--- config.mk ---
export PLATFORM = sky130hd
export DESIGN_NAME = ifb_bank
export DESIGN_NICKNAME = d
export VERILOG_FILES = /design/src/design/ifb_pkg.sv /design/src/design/ifb_edge_det.sv /design/src/design/ifb_bank.sv
export SDC_FILE = /design/constraint.sdc
export NUM_CORES = 1
export LEC_CHECK = 0
export ABC_AREA = 0
export BUFFER_PORTS_ARGS = -buffer_cell sky130_fd_sc_hd__buf_2
export CORE_MARGIN = 2
export CORE_UTILIZATION = 35
export DETAILED_ROUTE_END_ITERATION = 7
export PLACE_DENSITY_LB_ADDON = 0.12
export RECOVER_POWER = 100
export SLEW_MARGIN = 0
export SYNTH_ARGS = -nofsm -noshare
export SYNTH_HDL_FRONTEND = slang
export SYNTH_SLANG_ARGS = --single-unit
--- constraint.sdc ---
create_clock -name ref_clk -period 3.15 [get_ports ref_clk]
set_input_delay 0.315 -clock ref_clk [delete_from_list [all_inputs] [get_ports ref_clk]]
set_output_delay 0.315 -clock ref_clk [all_outputs]
set_load 0.02 [all_outputs]
--- src/design/ifb_pkg.sv ---
package ifb_pkg;
    // ************************************************************
    // register map: offsets chosen, one aligned word each
    // ************************************************************
    localparam logic [5:0] OFS_HALL_EDGE = 6'h00;
    localparam logic [5:0] OFS_LINE_EDGE = 6'h04;
    localparam logic [5:0] OFS_FILT_EDGE = 6'h08;
    localparam logic [5:0] OFS_PRI0      = 6'h0C;
    localparam logic [5:0] OFS_PRI1      = 6'h10;
    localparam logic [5:0] OFS_PRI2      = 6'h14;
    localparam logic [5:0] OFS_PRI3      = 6'h18;
    localparam logic [5:0] OFS_GRP0      = 6'h1C;
    localparam logic [5:0] OFS_GRP1      = 6'h20;
    localparam logic [5:0] OFS_GRP2      = 6'h24;
    localparam logic [5:0] OFS_GRP3      = 6'h28;
    localparam logic [5:0] OFS_GRP4      = 6'h2C;
    localparam logic [5:0] OFS_GRP5      = 6'h30;
    localparam logic [5:0] OFS_GRP6      = 6'h34;
    localparam logic [5:0] OFS_PENDING   = 6'h38;
    localparam logic [5:0] OFS_ACK       = 6'h3C;

    // ************************************************************
    // implemented-bit masks and reset value
    // ************************************************************
    localparam logic [7:0] MSK_HALL_EDGE = 8'h03;
    localparam logic [7:0] MSK_LINE_EDGE = 8'h03;
    localparam logic [7:0] MSK_FILT_EDGE = 8'hC0;
    localparam logic [7:0] MSK_PRI0      = 8'h7F;
    localparam logic [7:0] MSK_PRI1      = 8'hFF;
    localparam logic [7:0] MSK_PRI2      = 8'hFF;
    localparam logic [7:0] MSK_PRI3      = 8'hDD;
    localparam logic [7:0] MSK_GRP0      = 8'h11;
    localparam logic [7:0] MSK_GRP1      = 8'hFF;
    localparam logic [7:0] MSK_GRP2      = 8'hBB;
    localparam logic [7:0] MSK_GRPT      = 8'h33;
    localparam logic [7:0] RST_BYTE      = 8'h00;

    // ************************************************************
    // edge-select codes and field positions
    // ************************************************************
    localparam logic [1:0] EDGE_OFF  = 2'h0;
    localparam logic [1:0] EDGE_RISE = 2'h1;
    localparam logic [1:0] EDGE_FALL = 2'h2;
    localparam logic [1:0] EDGE_BOTH = 2'h3;
    localparam int FILT_EDGE_LSB = 6;
    localparam int FLAG_LSB      = 4;

    // primary register bit positions
    localparam int P0_CMP_F = 6;
    localparam int P0_LIN_F = 5;
    localparam int P0_G0_F  = 4;
    localparam int P0_CMP_E = 3;
    localparam int P0_LIN_E = 2;
    localparam int P0_G0_E  = 1;
    localparam int P0_GIE   = 0;
    localparam int P1_OC_F  = 7;
    localparam int P1_LV_F  = 6;
    localparam int P1_G1_F  = 5;
    localparam int P1_NF_F  = 4;
    localparam int P1_OC_E  = 3;
    localparam int P1_LV_E  = 2;
    localparam int P1_G1_E  = 1;
    localparam int P1_NF_E  = 0;
    localparam int P3_TB_F  = 7;
    localparam int P3_G6_F  = 6;
    localparam int P3_UR_F  = 4;
    localparam int P3_TB_E  = 3;
    localparam int P3_G6_E  = 2;
    localparam int P3_UR_E  = 0;

    // vector numbers reported to the core (chosen order)
    localparam logic [4:0] VEC_NONE = 5'h1F;

    // axi response codes
    localparam logic [1:0] RESP_OKAY   = 2'h0;
    localparam logic [1:0] RESP_SLVERR = 2'h2;
endpackage : ifb_pkg

--- src/design/ifb_edge_det.sv ---
`timescale 1ns/100ps
// ************************************************************
// synchronised edge detector with two-bit trigger select
// ************************************************************
module ifb_edge_det
    import ifb_pkg::*;
(
    // clock and control
    input  wire logic       ref_clk,
    input  wire logic       srst,
    input  wire logic       clk_en,
    // signal and select
    input  wire logic       sig_in,
    input  wire logic [1:0] edge_sel,
    // event out
    output logic            hit
);
    logic s1_q;
    logic s2_q;
    logic s3_q;
    logic rise;
    logic fall;

    // two-stage sync, third stage for edge history
    always_ff @(posedge ref_clk) begin
        if (srst) begin
            s1_q <= 1'b0;
            s2_q <= 1'b0;
            s3_q <= 1'b0;
        end else if (clk_en) begin
            s1_q <= sig_in;
            s2_q <= s1_q;
            s3_q <= s2_q;
        end
    end

    assign rise = s2_q & ~s3_q;
    assign fall = ~s2_q & s3_q;

    // decode the trigger select
    always_comb begin
        unique case (edge_sel)
            EDGE_OFF:  hit = 1'b0;
            EDGE_RISE: hit = clk_en & rise;
            EDGE_FALL: hit = clk_en & fall;
            EDGE_BOTH: hit = clk_en & (rise | fall);
        endcase
    end
endmodule : ifb_edge_det

--- src/design/ifb_bank.sv ---
// Our own choices: the AXI4-Lite register port and the placing of the registers.
`timescale 1ns/100ps
module ifb_bank
    import ifb_pkg::*;
(
    // clock, reset, enable
    input  wire logic        ref_clk,
    input  wire logic        srst,
    input  wire logic        clk_en,
    // axi4-lite write
    input  wire logic [5:0]  s_axi_awaddr,
    input  wire logic        s_axi_awvalid,
    output logic             s_axi_awready,
    input  wire logic [31:0] s_axi_wdata,
    input  wire logic [3:0]  s_axi_wstrb,
    input  wire logic        s_axi_wvalid,
    output logic             s_axi_wready,
    output logic [1:0]       s_axi_bresp,
    output logic             s_axi_bvalid,
    input  wire logic        s_axi_bready,
    // axi4-lite read
    input  wire logic [5:0]  s_axi_araddr,
    input  wire logic        s_axi_arvalid,
    output logic             s_axi_arready,
    output logic [31:0]      s_axi_rdata,
    output logic [1:0]       s_axi_rresp,
    output logic             s_axi_rvalid,
    input  wire logic        s_axi_rready,
    // pin-level event inputs (asynchronous)
    input  wire logic        filtered_hall_signal,
    input  wire logic        line_input,
    input  wire logic        noise_filtered_input,
    // one-cycle event pulses from on-chip logic
    input  wire logic        ev_comparator0,
    input  wire logic        ev_overcurrent,
    input  wire logic        ev_low_voltage,
    input  wire logic        ev_time_base,
    input  wire logic        ev_serial_port,
    input  wire logic [3:0]  ev_capture_adc,
    input  wire logic [2:0]  ev_pwm,
    input  wire logic [1:0]  ev_timer1,
    input  wire logic [1:0]  ev_periodic_timer,
    input  wire logic [1:0]  ev_timer0,
    input  wire logic [1:0]  ev_timer2,
    // core side
    input  wire logic        irq_take,
    output logic             irq_req_q,
    output logic [4:0]       irq_vector_q
);
    logic [7:0] hall_edge_q, line_edge_q, filt_edge_q;
    logic [7:0] pri0_q, pri1_q, pri2_q, pri3_q;
    logic [7:0] grp_q [0:6];
    logic       hall_hit, line_hit, filt_hit;
    logic [7:0] wbyte;
    logic       wr_go, rd_go, wr_hit, rd_hit;
    logic [5:0] aw_q, ar_q;
    logic       aw_full_q, w_full_q;
    logic [7:0] wd_q;
    logic       wb_q;
    logic [7:0] rd_byte;
    logic [6:0] grp_set;
    logic [7:0] pri0_set, pri1_set, pri2_set, pri3_set;
    logic [7:0] ev_grp [0:6];
    logic [13:0] pend;
    logic [4:0] vec_d;

    // ************************************************************
    // edge detectors on the three pin inputs
    // ************************************************************
    ifb_edge_det u_hall (
        .ref_clk  (ref_clk),
        .srst     (srst),
        .clk_en   (clk_en),
        .sig_in   (filtered_hall_signal),
        .edge_sel (hall_edge_q[1:0]),
        .hit      (hall_hit)
    );
    ifb_edge_det u_line (
        .ref_clk  (ref_clk),
        .srst     (srst),
        .clk_en   (clk_en),
        .sig_in   (line_input),
        .edge_sel (line_edge_q[1:0]),
        .hit      (line_hit)
    );
    ifb_edge_det u_filt (
        .ref_clk  (ref_clk),
        .srst     (srst),
        .clk_en   (clk_en),
        .sig_in   (noise_filtered_input),
        .edge_sel (filt_edge_q[FILT_EDGE_LSB+1:FILT_EDGE_LSB]),
        .hit      (filt_hit)
    );

    // ************************************************************
    // axi4-lite slave: capture address and data in any order
    // ************************************************************
    assign s_axi_awready = ~aw_full_q & ~s_axi_bvalid;
    assign s_axi_wready  = ~w_full_q & ~s_axi_bvalid;
    assign s_axi_arready = ~s_axi_rvalid;
    assign wr_go = aw_full_q & w_full_q & ~s_axi_bvalid;
    assign rd_go = s_axi_arvalid & s_axi_arready;

    // write channel holding
    always_ff @(posedge ref_clk) begin
        if (srst) begin
            aw_full_q <= 1'b0;
            w_full_q  <= 1'b0;
            aw_q      <= '0;
            wd_q      <= RST_BYTE;
            wb_q      <= 1'b0;
        end else if (clk_en) begin
            if (s_axi_awvalid & s_axi_awready) begin
                aw_full_q <= 1'b1;
                aw_q      <= s_axi_awaddr;
            end
            if (s_axi_wvalid & s_axi_wready) begin
                w_full_q <= 1'b1;
                wd_q     <= s_axi_wdata[7:0];
                wb_q     <= s_axi_wstrb[0];
            end
            if (wr_go) begin
                aw_full_q <= 1'b0;
                w_full_q  <= 1'b0;
            end
        end
    end

    // write response
    always_ff @(posedge ref_clk) begin
        if (srst) begin
            s_axi_bvalid <= 1'b0;
            s_axi_bresp  <= RESP_OKAY;
        end else if (clk_en) begin
            if (wr_go) begin
                s_axi_bvalid <= 1'b1;
                s_axi_bresp  <= wr_hit ? RESP_OKAY : RESP_SLVERR;
            end else if (s_axi_bready) begin
                s_axi_bvalid <= 1'b0;
            end
        end
    end

    assign wr_hit = (aw_q <= OFS_ACK) & (aw_q[1:0] == 2'h0) & (aw_q != OFS_PENDING);
    assign rd_hit = (s_axi_araddr <= OFS_PENDING) & (s_axi_araddr[1:0] == 2'h0);
    assign wbyte  = wd_q;

    // ************************************************************
    // event routing into flag set vectors
    // ************************************************************
    always_comb begin
        ev_grp[0] = {3'h0, hall_hit, 4'h0};
        ev_grp[1] = {ev_capture_adc, 4'h0};
        ev_grp[2] = {ev_pwm[2], 1'b0, ev_pwm[1:0], 4'h0};
        ev_grp[3] = {2'h0, ev_timer1, 4'h0};
        ev_grp[4] = {2'h0, ev_periodic_timer, 4'h0};
        ev_grp[5] = {2'h0, ev_timer0, 4'h0};
        ev_grp[6] = {2'h0, ev_timer2, 4'h0};
    end

    // group flag raised by any enabled pending sub-flag
    always_comb begin
        for (int g = 0; g < 7; g++) begin
            grp_set[g] = |(grp_q[g][7:4] & grp_q[g][3:0]);
        end
    end

    // primary flag set vectors; flags set whatever the enable
    always_comb begin
        pri0_set = '0;
        pri0_set[P0_CMP_F] = ev_comparator0;
        pri0_set[P0_LIN_F] = line_hit;
        pri0_set[P0_G0_F]  = grp_set[0];
        pri1_set = '0;
        pri1_set[P1_OC_F]  = ev_overcurrent;
        pri1_set[P1_LV_F]  = ev_low_voltage;
        pri1_set[P1_G1_F]  = grp_set[1];
        pri1_set[P1_NF_F]  = filt_hit;
        pri2_set = {grp_set[5], grp_set[4], grp_set[3], grp_set[2], 4'h0};
        pri3_set = '0;
        pri3_set[P3_TB_F]  = ev_time_base;
        pri3_set[P3_G6_F]  = grp_set[6];
        pri3_set[P3_UR_F]  = ev_serial_port;
    end

    // ************************************************************
    // pending requests and vector pick (lowest index first)
    // ************************************************************
    always_comb begin
        pend[0]  = pri0_q[P0_CMP_F] & pri0_q[P0_CMP_E];
        pend[1]  = pri0_q[P0_LIN_F] & pri0_q[P0_LIN_E];
        pend[2]  = pri0_q[P0_G0_F]  & pri0_q[P0_G0_E];
        pend[3]  = pri1_q[P1_OC_F]  & pri1_q[P1_OC_E];
        pend[4]  = pri1_q[P1_LV_F]  & pri1_q[P1_LV_E];
        pend[5]  = pri1_q[P1_G1_F]  & pri1_q[P1_G1_E];
        pend[6]  = pri1_q[P1_NF_F]  & pri1_q[P1_NF_E];
        pend[10:7] = pri2_q[7:4] & pri2_q[3:0];
        pend[11] = pri3_q[P3_TB_F]  & pri3_q[P3_TB_E];
        pend[12] = pri3_q[P3_G6_F]  & pri3_q[P3_G6_E];
        pend[13] = pri3_q[P3_UR_F]  & pri3_q[P3_UR_E];
        vec_d = VEC_NONE;
        for (int i = 13; i >= 0; i--) begin
            if (pend[i]) begin
                vec_d = 5'(i);
            end
        end
    end

    // request to core gated by the global enable
    always_ff @(posedge ref_clk) begin
        if (srst) begin
            irq_req_q    <= 1'b0;
            irq_vector_q <= VEC_NONE;
        end else if (clk_en) begin
            irq_req_q    <= pri0_q[P0_GIE] & ~irq_take & (|pend);
            irq_vector_q <= vec_d;
        end
    end

    // ************************************************************
    // edge-select registers
    // ************************************************************
    always_ff @(posedge ref_clk) begin
        if (srst) begin
            hall_edge_q <= RST_BYTE;
            line_edge_q <= RST_BYTE;
            filt_edge_q <= RST_BYTE;
        end else if (clk_en & wr_go & wb_q) begin
            if (aw_q == OFS_HALL_EDGE) hall_edge_q <= wbyte & MSK_HALL_EDGE;
            if (aw_q == OFS_LINE_EDGE) line_edge_q <= wbyte & MSK_LINE_EDGE;
            if (aw_q == OFS_FILT_EDGE) filt_edge_q <= wbyte & MSK_FILT_EDGE;
        end
    end

    // ************************************************************
    // primary registers: write then set-wins, global enable auto-clear
    // ************************************************************
    always_ff @(posedge ref_clk) begin
        if (srst) begin
            pri0_q <= RST_BYTE;
            pri1_q <= RST_BYTE;
            pri2_q <= RST_BYTE;
            pri3_q <= RST_BYTE;
        end else if (clk_en) begin
            logic [7:0] p0, p1, p2, p3;
            p0 = pri0_q;
            p1 = pri1_q;
            p2 = pri2_q;
            p3 = pri3_q;
            if (wr_go & wb_q) begin
                if (aw_q == OFS_PRI0) p0 = wbyte & MSK_PRI0;
                if (aw_q == OFS_PRI1) p1 = wbyte & MSK_PRI1;
                if (aw_q == OFS_PRI2) p2 = wbyte & MSK_PRI2;
                if (aw_q == OFS_PRI3) p3 = wbyte & MSK_PRI3;
            end
            if (irq_take) begin
                p0[P0_GIE] = 1'b0;
            end
            pri0_q <= p0 | pri0_set;
            pri1_q <= p1 | pri1_set;
            pri2_q <= p2 | pri2_set;
            pri3_q <= p3 | pri3_set;
        end
    end

    // ************************************************************
    // group registers: software-cleared sub-flags, set wins
    // ************************************************************
    always_ff @(posedge ref_clk) begin
        if (srst) begin
            for (int g = 0; g < 7; g++) begin
                grp_q[g] <= RST_BYTE;
            end
        end else if (clk_en) begin
            for (int g = 0; g < 7; g++) begin
                logic [7:0] gv;
                logic [7:0] gm;
                gv = grp_q[g];
                gm = (g == 0) ? MSK_GRP0 : (g == 1) ? MSK_GRP1 :
                     (g == 2) ? MSK_GRP2 : MSK_GRPT;
                if (wr_go & wb_q & (aw_q == 6'(OFS_GRP0 + 6'(4 * g)))) begin
                    gv = wbyte & gm;
                end
                grp_q[g] <= (gv | ev_grp[g]) & gm;
            end
        end
    end

    // ************************************************************
    // read mux
    // ************************************************************
    always_comb begin
        rd_byte = RST_BYTE;
        unique case (s_axi_araddr)
            OFS_HALL_EDGE: rd_byte = hall_edge_q;
            OFS_LINE_EDGE: rd_byte = line_edge_q;
            OFS_FILT_EDGE: rd_byte = filt_edge_q;
            OFS_PRI0:      rd_byte = pri0_q;
            OFS_PRI1:      rd_byte = pri1_q;
            OFS_PRI2:      rd_byte = pri2_q;
            OFS_PRI3:      rd_byte = pri3_q;
            OFS_GRP0:      rd_byte = grp_q[0];
            OFS_GRP1:      rd_byte = grp_q[1];
            OFS_GRP2:      rd_byte = grp_q[2];
            OFS_GRP3:      rd_byte = grp_q[3];
            OFS_GRP4:      rd_byte = grp_q[4];
            OFS_GRP5:      rd_byte = grp_q[5];
            OFS_GRP6:      rd_byte = grp_q[6];
            OFS_PENDING:   rd_byte = {3'h0, irq_vector_q};
            default:       rd_byte = RST_BYTE;
        endcase
    end

    // read response register
    always_ff @(posedge ref_clk) begin
        if (srst) begin
            s_axi_rvalid <= 1'b0;
            s_axi_rdata  <= '0;
            s_axi_rresp  <= RESP_OKAY;
        end else if (clk_en) begin
            if (rd_go) begin
                s_axi_rvalid <= 1'b1;
                s_axi_rdata  <= {24'h0, rd_byte};
                s_axi_rresp  <= rd_hit ? RESP_OKAY : RESP_SLVERR;
            end else if (s_axi_rready) begin
                s_axi_rvalid <= 1'b0;
            end
        end
    end
endmodule : ifb_bank

* Word level (Yosys, flattened, before mapping)
Memory sizes are Yosys's and may differ from the RTL's. Cells that the tools add are included.
Word-level totals: output and inout port bits 47, memories 1, bits of input ports 80, register bits 84, bits in read-only memories 0, bits in writable memories 56, latch bits 0, logic and storage cells 265
Memories:
- grp_q | depth 7, width 8, rd ports 7, clocked after memory_dff 0, wr ports 7, RTL line ifb_bank.sv:52 | logic [7:0] grp_q [0:6];
Cells by class: bitwise gates (word level) 87, reduce and logical (&&, ||, !) cells 30, shift-type cells 0, add/sub/neg operators 0, order comparisons 2, equality and inequality tests 37, divide/modulo/power cells 0, multiply operators 0, mux-type cells 80
Operator list (number):
- 8-bit 2-to-1 mux | 29
- 8-bit case mux with 15 select lines | 1
- 5-bit 2-to-1 mux | 17
- 6-bit equality test, second input constant | 13
- 6-bit 2-to-1 mux | 12
- 6-bit by 5-bit equality test with 1-bit output, second input constant | 8
- 1-bit bitwise AND | 47
- 8-bit OR | 5
- 4-bit bitwise AND | 8
- 4-bit OR reduction | 7
- 6-bit by 4-bit equality test with 1-bit output, second input constant | 4
- 6-bit OR | 4
- 2-bit AND reduction | 11
- 1-bit 2-to-1 mux | 16
- 14-bit OR reduction | 1
- 2-bit equality test, second input constant | 6
- 6-bit by 3-bit equality test with 1-bit output, second input constant | 2
- 6-bit <= comparator, second input constant | 2
- 6-bit logical NOT | 2
- 1-bit case mux with 4 select lines | 3
- 1-bit NOT | 11
- 2-bit logical NOT | 5
- 1-bit OR | 10
- 8-bit by 7-bit OR with 8-bit output | 1
- 5 further kinds | 11

* Logic depth before layout (Yosys ltp)
Gate-level depths: netlist of the first run.
depth in word-level cells 15, depth in mapped cells 6, depth with buffers taken out 6

* Cells and area by module
A second synthesis of the first run with hierarchy kept.
Second synthesis, totals: cell total of the unflattened synthesis 662, area, all modules 6050.8 sq um
By module, submodules not included:
- ifb_bank | cells an instance 608, instances 1, area each 5559.1 sq um, seq. area each 2362.3 sq um
- ifb_edge_det | cells an instance 18, instances 3, area each 163.9 sq um, seq. area each 60.1 sq um

* Worst setup path before layout of the first run
Ideal clock, no wire load.
kind register to register, from reg s_axi_bvalid (netlist name), to mem grp_q[1][0], enable pin, path buffers 1, period minus slack after synthesis 1872 ps, arrival 1566 ps, cell stages (with the launch flop) 5, data required time 2844 ps, path slack 1278 ps, setup time 306 ps, cell sequence dfxtp_1 -> nand4b_4 -> buf_2 -> nor4_2 -> a21o_1
RTL lines (RTL line):
- end, declared | ifb_bank.sv:52

==> results of run 1 <==
-- stage by stage --
stage | instance area, um2 | hold slack (ns) | power, mW | std cells
detailed placement | 6550 | 0.442 | 1.96 | 943
floorplan | 6190 | 0.418 | 1.85 | 701
global route | 6760 | 0.153 | 3.17 | 959
global placement | 6550 | 0.448 | 1.95 | 943
finish | 6760 | 0.151 | 3.06 | 959
CTS | 6830 | 0.142 | 3.09 | 959
-- power by group through the flow --
stage / registers (mW) / clock network, mW / logic [mW]
after global routing: 1.60 / 1.20 / 0.359
after floorplan: 1.59 / 0 / 0.261
after CTS: 1.59 / 1.17 / 0.332
final: 1.59 / 1.14 / 0.326
after detailed placement: 1.63 / 0 / 0.331
after global placement: 1.63 / 0 / 0.324
-- state kept, by name (all words and copies together) (netlist names), 2 cells and up --
register / cells
pri1_q: 8
grp_q: 32
irq_vector_q: 5
wbyte: 8
s_axi_rdata: 8
pri3_q: 6
line_edge_q: 2
aw_q: 6
pri0_q: 7
pri2_q: 8
hall_edge_q: 2
filt_edge_q: 2
-- cell type report --
cell class / count / area share
Clock inverter: 7 / 0.00870
Sequential cell: 111 / 0.376
Multi-Input combinational cell: 510 / 0.473
Tap cell: 225 / 0.0417
Inverter: 13 / 0.00722
Clock buffer: 9 / 0.0333
Timing Repair Buffer: 84 / 0.0598
-- metal layers --
| layer | up-vias | global-route usage |
|---|---|---|
| li1 | 2562 | - |
| met1 | 2588 | 0.293 |
| met2 | 162 | 0.337 |
| met3 | 23 | 0.0280 |
| met4 | 0 | 0.0718 |
| met5 | - | 0 |
-- cell usage in the layout (no fill, tap or decap), types with 26 or more instances in the layout --
cell	netlist	routed
sky130_fd_sc_hd__conb_1	1	26
sky130_fd_sc_hd__a21oi_1	31	31
sky130_fd_sc_hd__clkbuf_1	23	27
sky130_fd_sc_hd__dfxtp_1	79	79
sky130_fd_sc_hd__edfxtp_1	32	32
sky130_fd_sc_hd__nor2_1	71	71
sky130_fd_sc_hd__nand3_1	26	26
sky130_fd_sc_hd__nor3_1	51	51
sky130_fd_sc_hd__mux2i_1	42	42
sky130_fd_sc_hd__buf_2	8	49
sky130_fd_sc_hd__nand2_1	46	46
-- cells by family after synthesis --
group           share of synthesized area
flops                               0.417
compound gates                      0.135
buf+inv                            0.0694
simple gates                        0.286
fa+ha+maj                          0.0123
other cells                      0.000615
mux                                0.0800
-- worst max-delay path by stage --
stage,from,endpoint,depth (start not counted)
floorplan,s_axi_bvalid$_SDFFE_PP0P_,grp_q[1][0]$_SDFFCE_PN0P_,4
global placement,aw_q[0]$_SDFFE_PP0P_,grp_q[1][3]$_SDFFCE_PN0P_,3
detailed placement,aw_q[0]$_SDFFE_PP0P_,grp_q[1][3]$_SDFFCE_PN0P_,3
CTS,aw_q[0]$_SDFFE_PP0P_,grp_q[1][1]$_SDFFCE_PN0P_,3
global route,clk_en,grp_q[2][7]$_SDFFCE_PN0P_,4
finish,aw_q[0]$_SDFFE_PP0P_,grp_q[6][0]$_SDFFCE_PP0P_,3
==> implementation parameters, run 1 <==
Parameter                              Value

Outcome
  Run status    complete, no violations

Timing
  Fin. max-slew vios    0
  Worst path setup slack after routing    0.578 ns
  Max transition margin    0.0474
  Count of final hold-check violations    0
  Final worst-path cycle share    0.816
  Min Tclk post-route    between 2 and 3 ns
  RSZ-0062 raised after global routing    false
  Worst Tran Pin Value    1.43 ns
  Final Skew    0.0108 ns
  Final setup vio count    0
  Setup TNS    0 ns
  Highest Clock Rate    0.389 GHz

Logic synthesis
  Dominant cells by area after synthesis    sky130_fd_sc_hd__dfxtp_1 26%, sky130_fd_sc_hd__edfxtp_1 16%, sky130_fd_sc_hd__mux2i_1 6.9%, sky130_fd_sc_hd__nor2_1 4.4%, sky130_fd_sc_hd__nor3_1 4.2%
  Number of library cell types mapped by synthesis    slightly below 70
  Top cells by instance count after synthesis    79 x sky130_fd_sc_hd__dfxtp_1, 71 x sky130_fd_sc_hd__nor2_1, 51 x sky130_fd_sc_hd__nor3_1
  Cells after Synth    676
  Number of enable-type register cells in the synthesized netlist    32
  Area of the mapped netlist    approximately 6000 um2
  Synth Flop Type    sky130_fd_sc_hd__dfxtp_1
  Share of async-settable or async-resettable flops after synthesis    0
  Post-synthesis average cell area    9.02 um2
  Total of warnings raised by yosys    0
  Post-synth top area cell    sky130_fd_sc_hd__dfxtp_1
  Cell with the most instances after synthesis    sky130_fd_sc_hd__dfxtp_1
  Share of the synthesized area in the top cell type    0.259
  Synth Register Bits    between 100 and 150
  Share of the yosys chip area belonging to registers    0.417

Critical path
  FF-to-FF Start    aw_q[0]$_SDFFE_PP0P_
  Path type of the worst setup path    flop to flop
  Register-to-register setup slack    0.58 ns
  Crit path largest cell delay    around 1.1 ns
  Cell Chain, Critical Path    or2_0, nor4_1, a21o_1
  Cells on worst reg2reg path    3
  Type of destination of the critical path    flop
  Cell family with most CP delay    simple AND/OR/NAND/NOR gates
  Worst EP required    3.23 ns
  Worst setup SP type    flop
  Data arrival, critical path    around 2.7 ns
  Critical-path top delay cell    sky130_fd_sc_hd__nor4_1
  Buffers and inverters on the worst path    0
  Crit path max fanout    19
  Endpoint of the lowest-slack register-to-register path    grp_q[6][0]$_SDFFCE_PP0P_

Global routing
  Global-route wire length before repair    29100 um
  Via count of the first global-routing pass    around 5100
  Maximum number of pins on one net before global-route repair    61
  Initial antenna violation count    0
  GRT Resource Usage Total    0.211
  Total global routing overflow    0

Cells and area
  FF+latch area    roughly 2500 um2
  Post-synthesis to final-layout area growth    10.9%
  Inserted Diodes    0
  Post-layout net count    815
  Area used by multi-input combinational logic    3200 um2
  Utilization after layout    0.394
  Fill cell instance count of the final layout    between 1500 and 2000
  Share of post-route cells with drive strength above 1    0.129

Clock network
  Number of levels the H-tree was split into    3
  Clock tree from TritonCTS    done
  Resize count post-CTS    0
  Number of buffers added by the clock tree synthesis step    9
  Source-to-sink clock delay at the later pin of the worst-skew pair    0.37 ns
  CTS root buf    sky130_fd_sc_hd__clkbuf_16
  TritonCTS Sinks    around 110
  Post-CTS setup buffers    0
  CTS max path bufs    2
  Cts hold-fix bufs    0
  Clock input transition at the sequential cells of the worst setup and hold paths    0.08 ns

Floorplan
  Height of the die    about 140 um
  Row cnt    48
  Initial standard-cell utilization of the core    0.355
  Horizontal die dimension    136 um
  DIE AREA    18500 um2
  Placeable core region    between 15000 and 20000 um2
  Total I/O pin count    around 130

Flow run
  Max-capacitance violation count    0

Hold path
  Origin of the worst min-delay path    irq_take
  Count of cells along the worst hold path    2
  HP Class    input pin to flop
  Hold EP    pri0_q[0]$_SDFFE_PP0P_

Detailed routing
  First-pass iteration count of the detailed router    5
  Via count of the routed design    approximately 5300
  Final routed DRC violation total    0
  ANT nets after route    0
  Initial drt markers    about 360
  Final WL    19100 um
  Top routing layer in use    met4
  Met2 layer wire length in the routed design    just under 9000 um
  Met3 layer wire length in the routed design    between 800 and 900 um
  WL per Instance    20.0 um
  Metal-1 WL    9050 um
  Via/cell ratio    5.56

Power and ir drop
  Part of the total power dissipated in sequential elements    0.522
  Peak supply drop    approximately 0.0003 V
  Psw    0.870 mW
  Relative contribution of combinational cells to total power    0.107
  Static leakage power    2.57 nW
  Internal power    2.19 mW
  Sw Ratio    0.285
  Clock group share of total power    0.372
  Pwr Density    approximately 450 nW/um2

Placement
  Estimated wirelength of the detail-placed design    around 14000 um
  Setup WS pre-CTS    ~0.92 ns
  Number of port buffers    73
  Routability congestion estimate from global placement    0.899
Note: power is estimated with default switching activity, not from simulation.
==> inputs of run 2 (changes only) <==
Clock period 3.15 ns to 2.2 ns, I/O delays scaled along.
==> run 2 against run 1 <==
  * Sequential share of layout area shrank 0.93 points
  * Power grew 45%
  * Sequential power increased by 43%
  * Clock power grew 45%
  * First-iteration DRC count increased by 46%
  * Largest power group unchanged
  * Highest routed layer unchanged
==> implementation parameters, run 2 (same netlist as run 1, synthesis figures left out) <==
Parameter                              Value

Floorplan
  Total I/O pin count    127 (unchanged)
  Row cnt    48 (unchanged)
  Height of the die    136 um (unchanged)
  DIE AREA    18500 um2 (unchanged)
  Horizontal die dimension    136 um (unchanged)
  Initial standard-cell utilization of the core    0.355 (unchanged)
  Placeable core region    17200 um2 (unchanged)

Critical path
  Critical-path top delay cell    sky130_fd_sc_hd__clkbuf_1 (was sky130_fd_sc_hd__nor4_1)
  Endpoint of the lowest-slack register-to-register path    pri1_q[4]$_SDFFE_PP0P_ (was grp_q[6][0]$_SDFFCE_PP0P_)
  Worst setup SP type    input pin (was flop)
  Cell Chain, Critical Path    clkbuf_1, or2_0, clkbuf_2 (was or2_0, nor4_1, a21o_1)
  Cell family with most CP delay    buffers and inverters (was simple AND/OR/NAND/NOR gates)
  Type of destination of the critical path    flop (unchanged)
  Worst EP required    2.21 ns (was 3.23 ns)
  FF-to-FF Start    aw_full_q$_SDFFE_PP0P_ (was aw_q[0]$_SDFFE_PP0P_)
  Buffers and inverters on the worst path    2 (was 0)
  Register-to-register setup slack    0.22 ns (was 0.58 ns)
  Data arrival, critical path    2.00 ns (was 2.65 ns)
  Critical path depth    3 (unchanged)
  Crit path max fanout    23 (was 19)
  Crit path largest cell delay    0.83 ns (was 1.08 ns)
  Path type of the worst setup path    input pin to flop (was flop to flop)
  Cells on worst reg2reg path    4 (was 3)

Global routing
  Global-route wire length before repair    30000 um (was 29100 um)
  Maximum number of pins on one net before global-route repair    39 (was 61)
  GRT Resource Usage Total    0.217 (was 0.211)
  Total global routing overflow    0 (unchanged)
  Initial antenna violation count    0 (unchanged)
  Via count of the first global-routing pass    5136 (was 5073)

Outcome
  Run status    complete, no violations (unchanged)

Power and ir drop
  Static leakage power    2.67 nW (was 2.57 nW)
  Pwr Density    639 nW/um2 (was 452 nW/um2)
  Peak supply drop    0.000396 V (was 0.000294 V)
  Power consumption    4.43 mW (was 3.06 mW)

Timing
  Count of final hold-check violations    0 (unchanged)
  Min Tclk post-route    ~2 ns
  Max transition margin    0.221 (was 0.0474)
  Highest Clock Rate    roughly 0.50 GHz
  Final Skew    0.00580 ns (was 0.0108 ns)
  Worst Tran Pin Value    1.17 ns (was 1.43 ns)
  Fin. max-slew vios    0 (unchanged)
  RSZ-0062 raised after global routing    false (unchanged)
  Setup TNS    0 ns (unchanged)
  Final setup vio count    0 (unchanged)
  Final worst-path cycle share    0.905

Hold path
  HP Class    input pin to flop (unchanged)
  Origin of the worst min-delay path    irq_take (unchanged)
  Hold EP    pri0_q[0]$_SDFFE_PP0P_ (unchanged)
  Count of cells along the worst hold path    2 (unchanged)

Cells and area
  Register containing the most flip-flops in the final layout    grp_q (unchanged)
  Most frequent cells in the layout    79 x sky130_fd_sc_hd__dfxtp_1, 71 x sky130_fd_sc_hd__nor2_1, 51 x sky130_fd_sc_hd__nor3_1 (unchanged)
  Share of post-route cells with drive strength above 1    0.145 (was 0.129)
  Post-synthesis to final-layout area growth    13.7% (was 10.9%)
  Post-layout net count    840 (was 815)
  Inserted Diodes    0 (unchanged)
  Max FFs per register    32 (unchanged)
  Most common cell after layout, fill and taps aside    sky130_fd_sc_hd__dfxtp_1 (unchanged)

Clock network
  Clock input transition at the sequential cells of the worst setup and hold paths    0.07 ns (was 0.08 ns)
  Post-CTS setup buffers    0 (unchanged)
  Number of levels the H-tree was split into    3 (unchanged)
  CTS max path bufs    2 (unchanged)
  CTS root buf    sky130_fd_sc_hd__clkbuf_16 (unchanged)
  Cts hold-fix bufs    0 (unchanged)
  Number of buffers added by the clock tree synthesis step    9 (unchanged)
  TritonCTS Sinks    111 (unchanged)
  Source-to-sink clock delay at the later pin of the worst-skew pair    0.36 ns (was 0.37 ns)
  Clock tree from TritonCTS    done (unchanged)

Detailed routing
  Final routed DRC violation total    0 (unchanged)
  Top routing layer in use    met4 (unchanged)
  WL per Instance    20.1 um (was 20.0 um)
  ANT nets after route    0 (unchanged)
  Final WL    19800 um (was 19100 um)
  Metal-1 WL    9200 um (was 9050 um)
  First-pass iteration count of the detailed router    5 (unchanged)
  Initial drt markers    531 (was 364)
  Via count of the routed design    5491 (was 5335)
  Met2 layer wire length in the routed design    8900 um (was 8820 um)
  Met3 layer wire length in the routed design    1120 um (was 855 um)
  Via/cell ratio    5.58 (was 5.56)

Flow run
  Max-capacitance violation count    0 (unchanged)

Placement
  Estimated wirelength of the detail-placed design    14900 um (was 14400 um)
  Number of port buffers    73 (unchanged)
  Routability congestion estimate from global placement    0.953 (was 0.899)
[run 2: how the worst max path moves through the flow]
stage / from / end / slack [ns]
finish: srst / grp_q[5][5]$_SDFFCE_PN0P_ / 0.21
global route: aw_full_q$_SDFFE_PP0P_ / pri3_q[4]$_SDFFE_PP0P_ / 0.04
CTS: aw_full_q$_SDFFE_PP0P_ / pri1_q[4]$_SDFFE_PP0P_ / 0.15
detailed placement: aw_full_q$_SDFFE_PP0P_ / pri1_q[4]$_SDFFE_PP0P_ / 0.17
global placement: aw_full_q$_SDFFE_PP0P_ / pri1_q[4]$_SDFFE_PP0P_ / 0.27
floorplan: s_axi_bvalid$_SDFFE_PP0P_ / grp_q[1][0]$_SDFFCE_PN0P_ / 0.33
[run 2: repair_timing]
item | 4_1_cts | 5_1_grt
resized for setup | 0 | 1
hold endpoints to repair | 0 | 0
setup endpoints to repair | 0 | 2
[run 2: where the power goes]
part	internal, mW	switching (mW)
clock	0.879	0.771
sequential	2.18	0.104
combinational	0.178	0.321
[run 2: area by class of cell]
| cell class | instances | area, um2 |
|---|---|---|
| clock buffer | 10 | 229 |
| clock inverter | 6 | 58.8 |
| fill | 1776 | 10200 |
| inverter | 13 | 48.8 |
| multi-input combinational | 510 | 3210 |
| sequential | 111 | 2540 |
| tap | 225 | 282 |
| timing repair buffer | 109 | 556 |
[run 2: metal layers]
layer / vias to the layer above / GRT usage
li1: 2614 / -
met1: 2635 / 0.306
met2: 207 / 0.331
met3: 35 / 0.0302
met4: 0 / 0.0943
met5: - / 0
[run 2: through the flow]
step                 util  hold WS [ns]  std cells  cell area, um2  setup WS [ns]
floorplan               -         0.323        701            6190          0.328
global placement    0.393         0.439        968            6750          0.266
detailed placement  0.393         0.441        968            6750          0.171
CTS                 0.409        0.0539        984            7030          0.152
global route        0.403        0.0659        984            6930         0.0352
finish              0.403        0.0712        984            6930          0.209
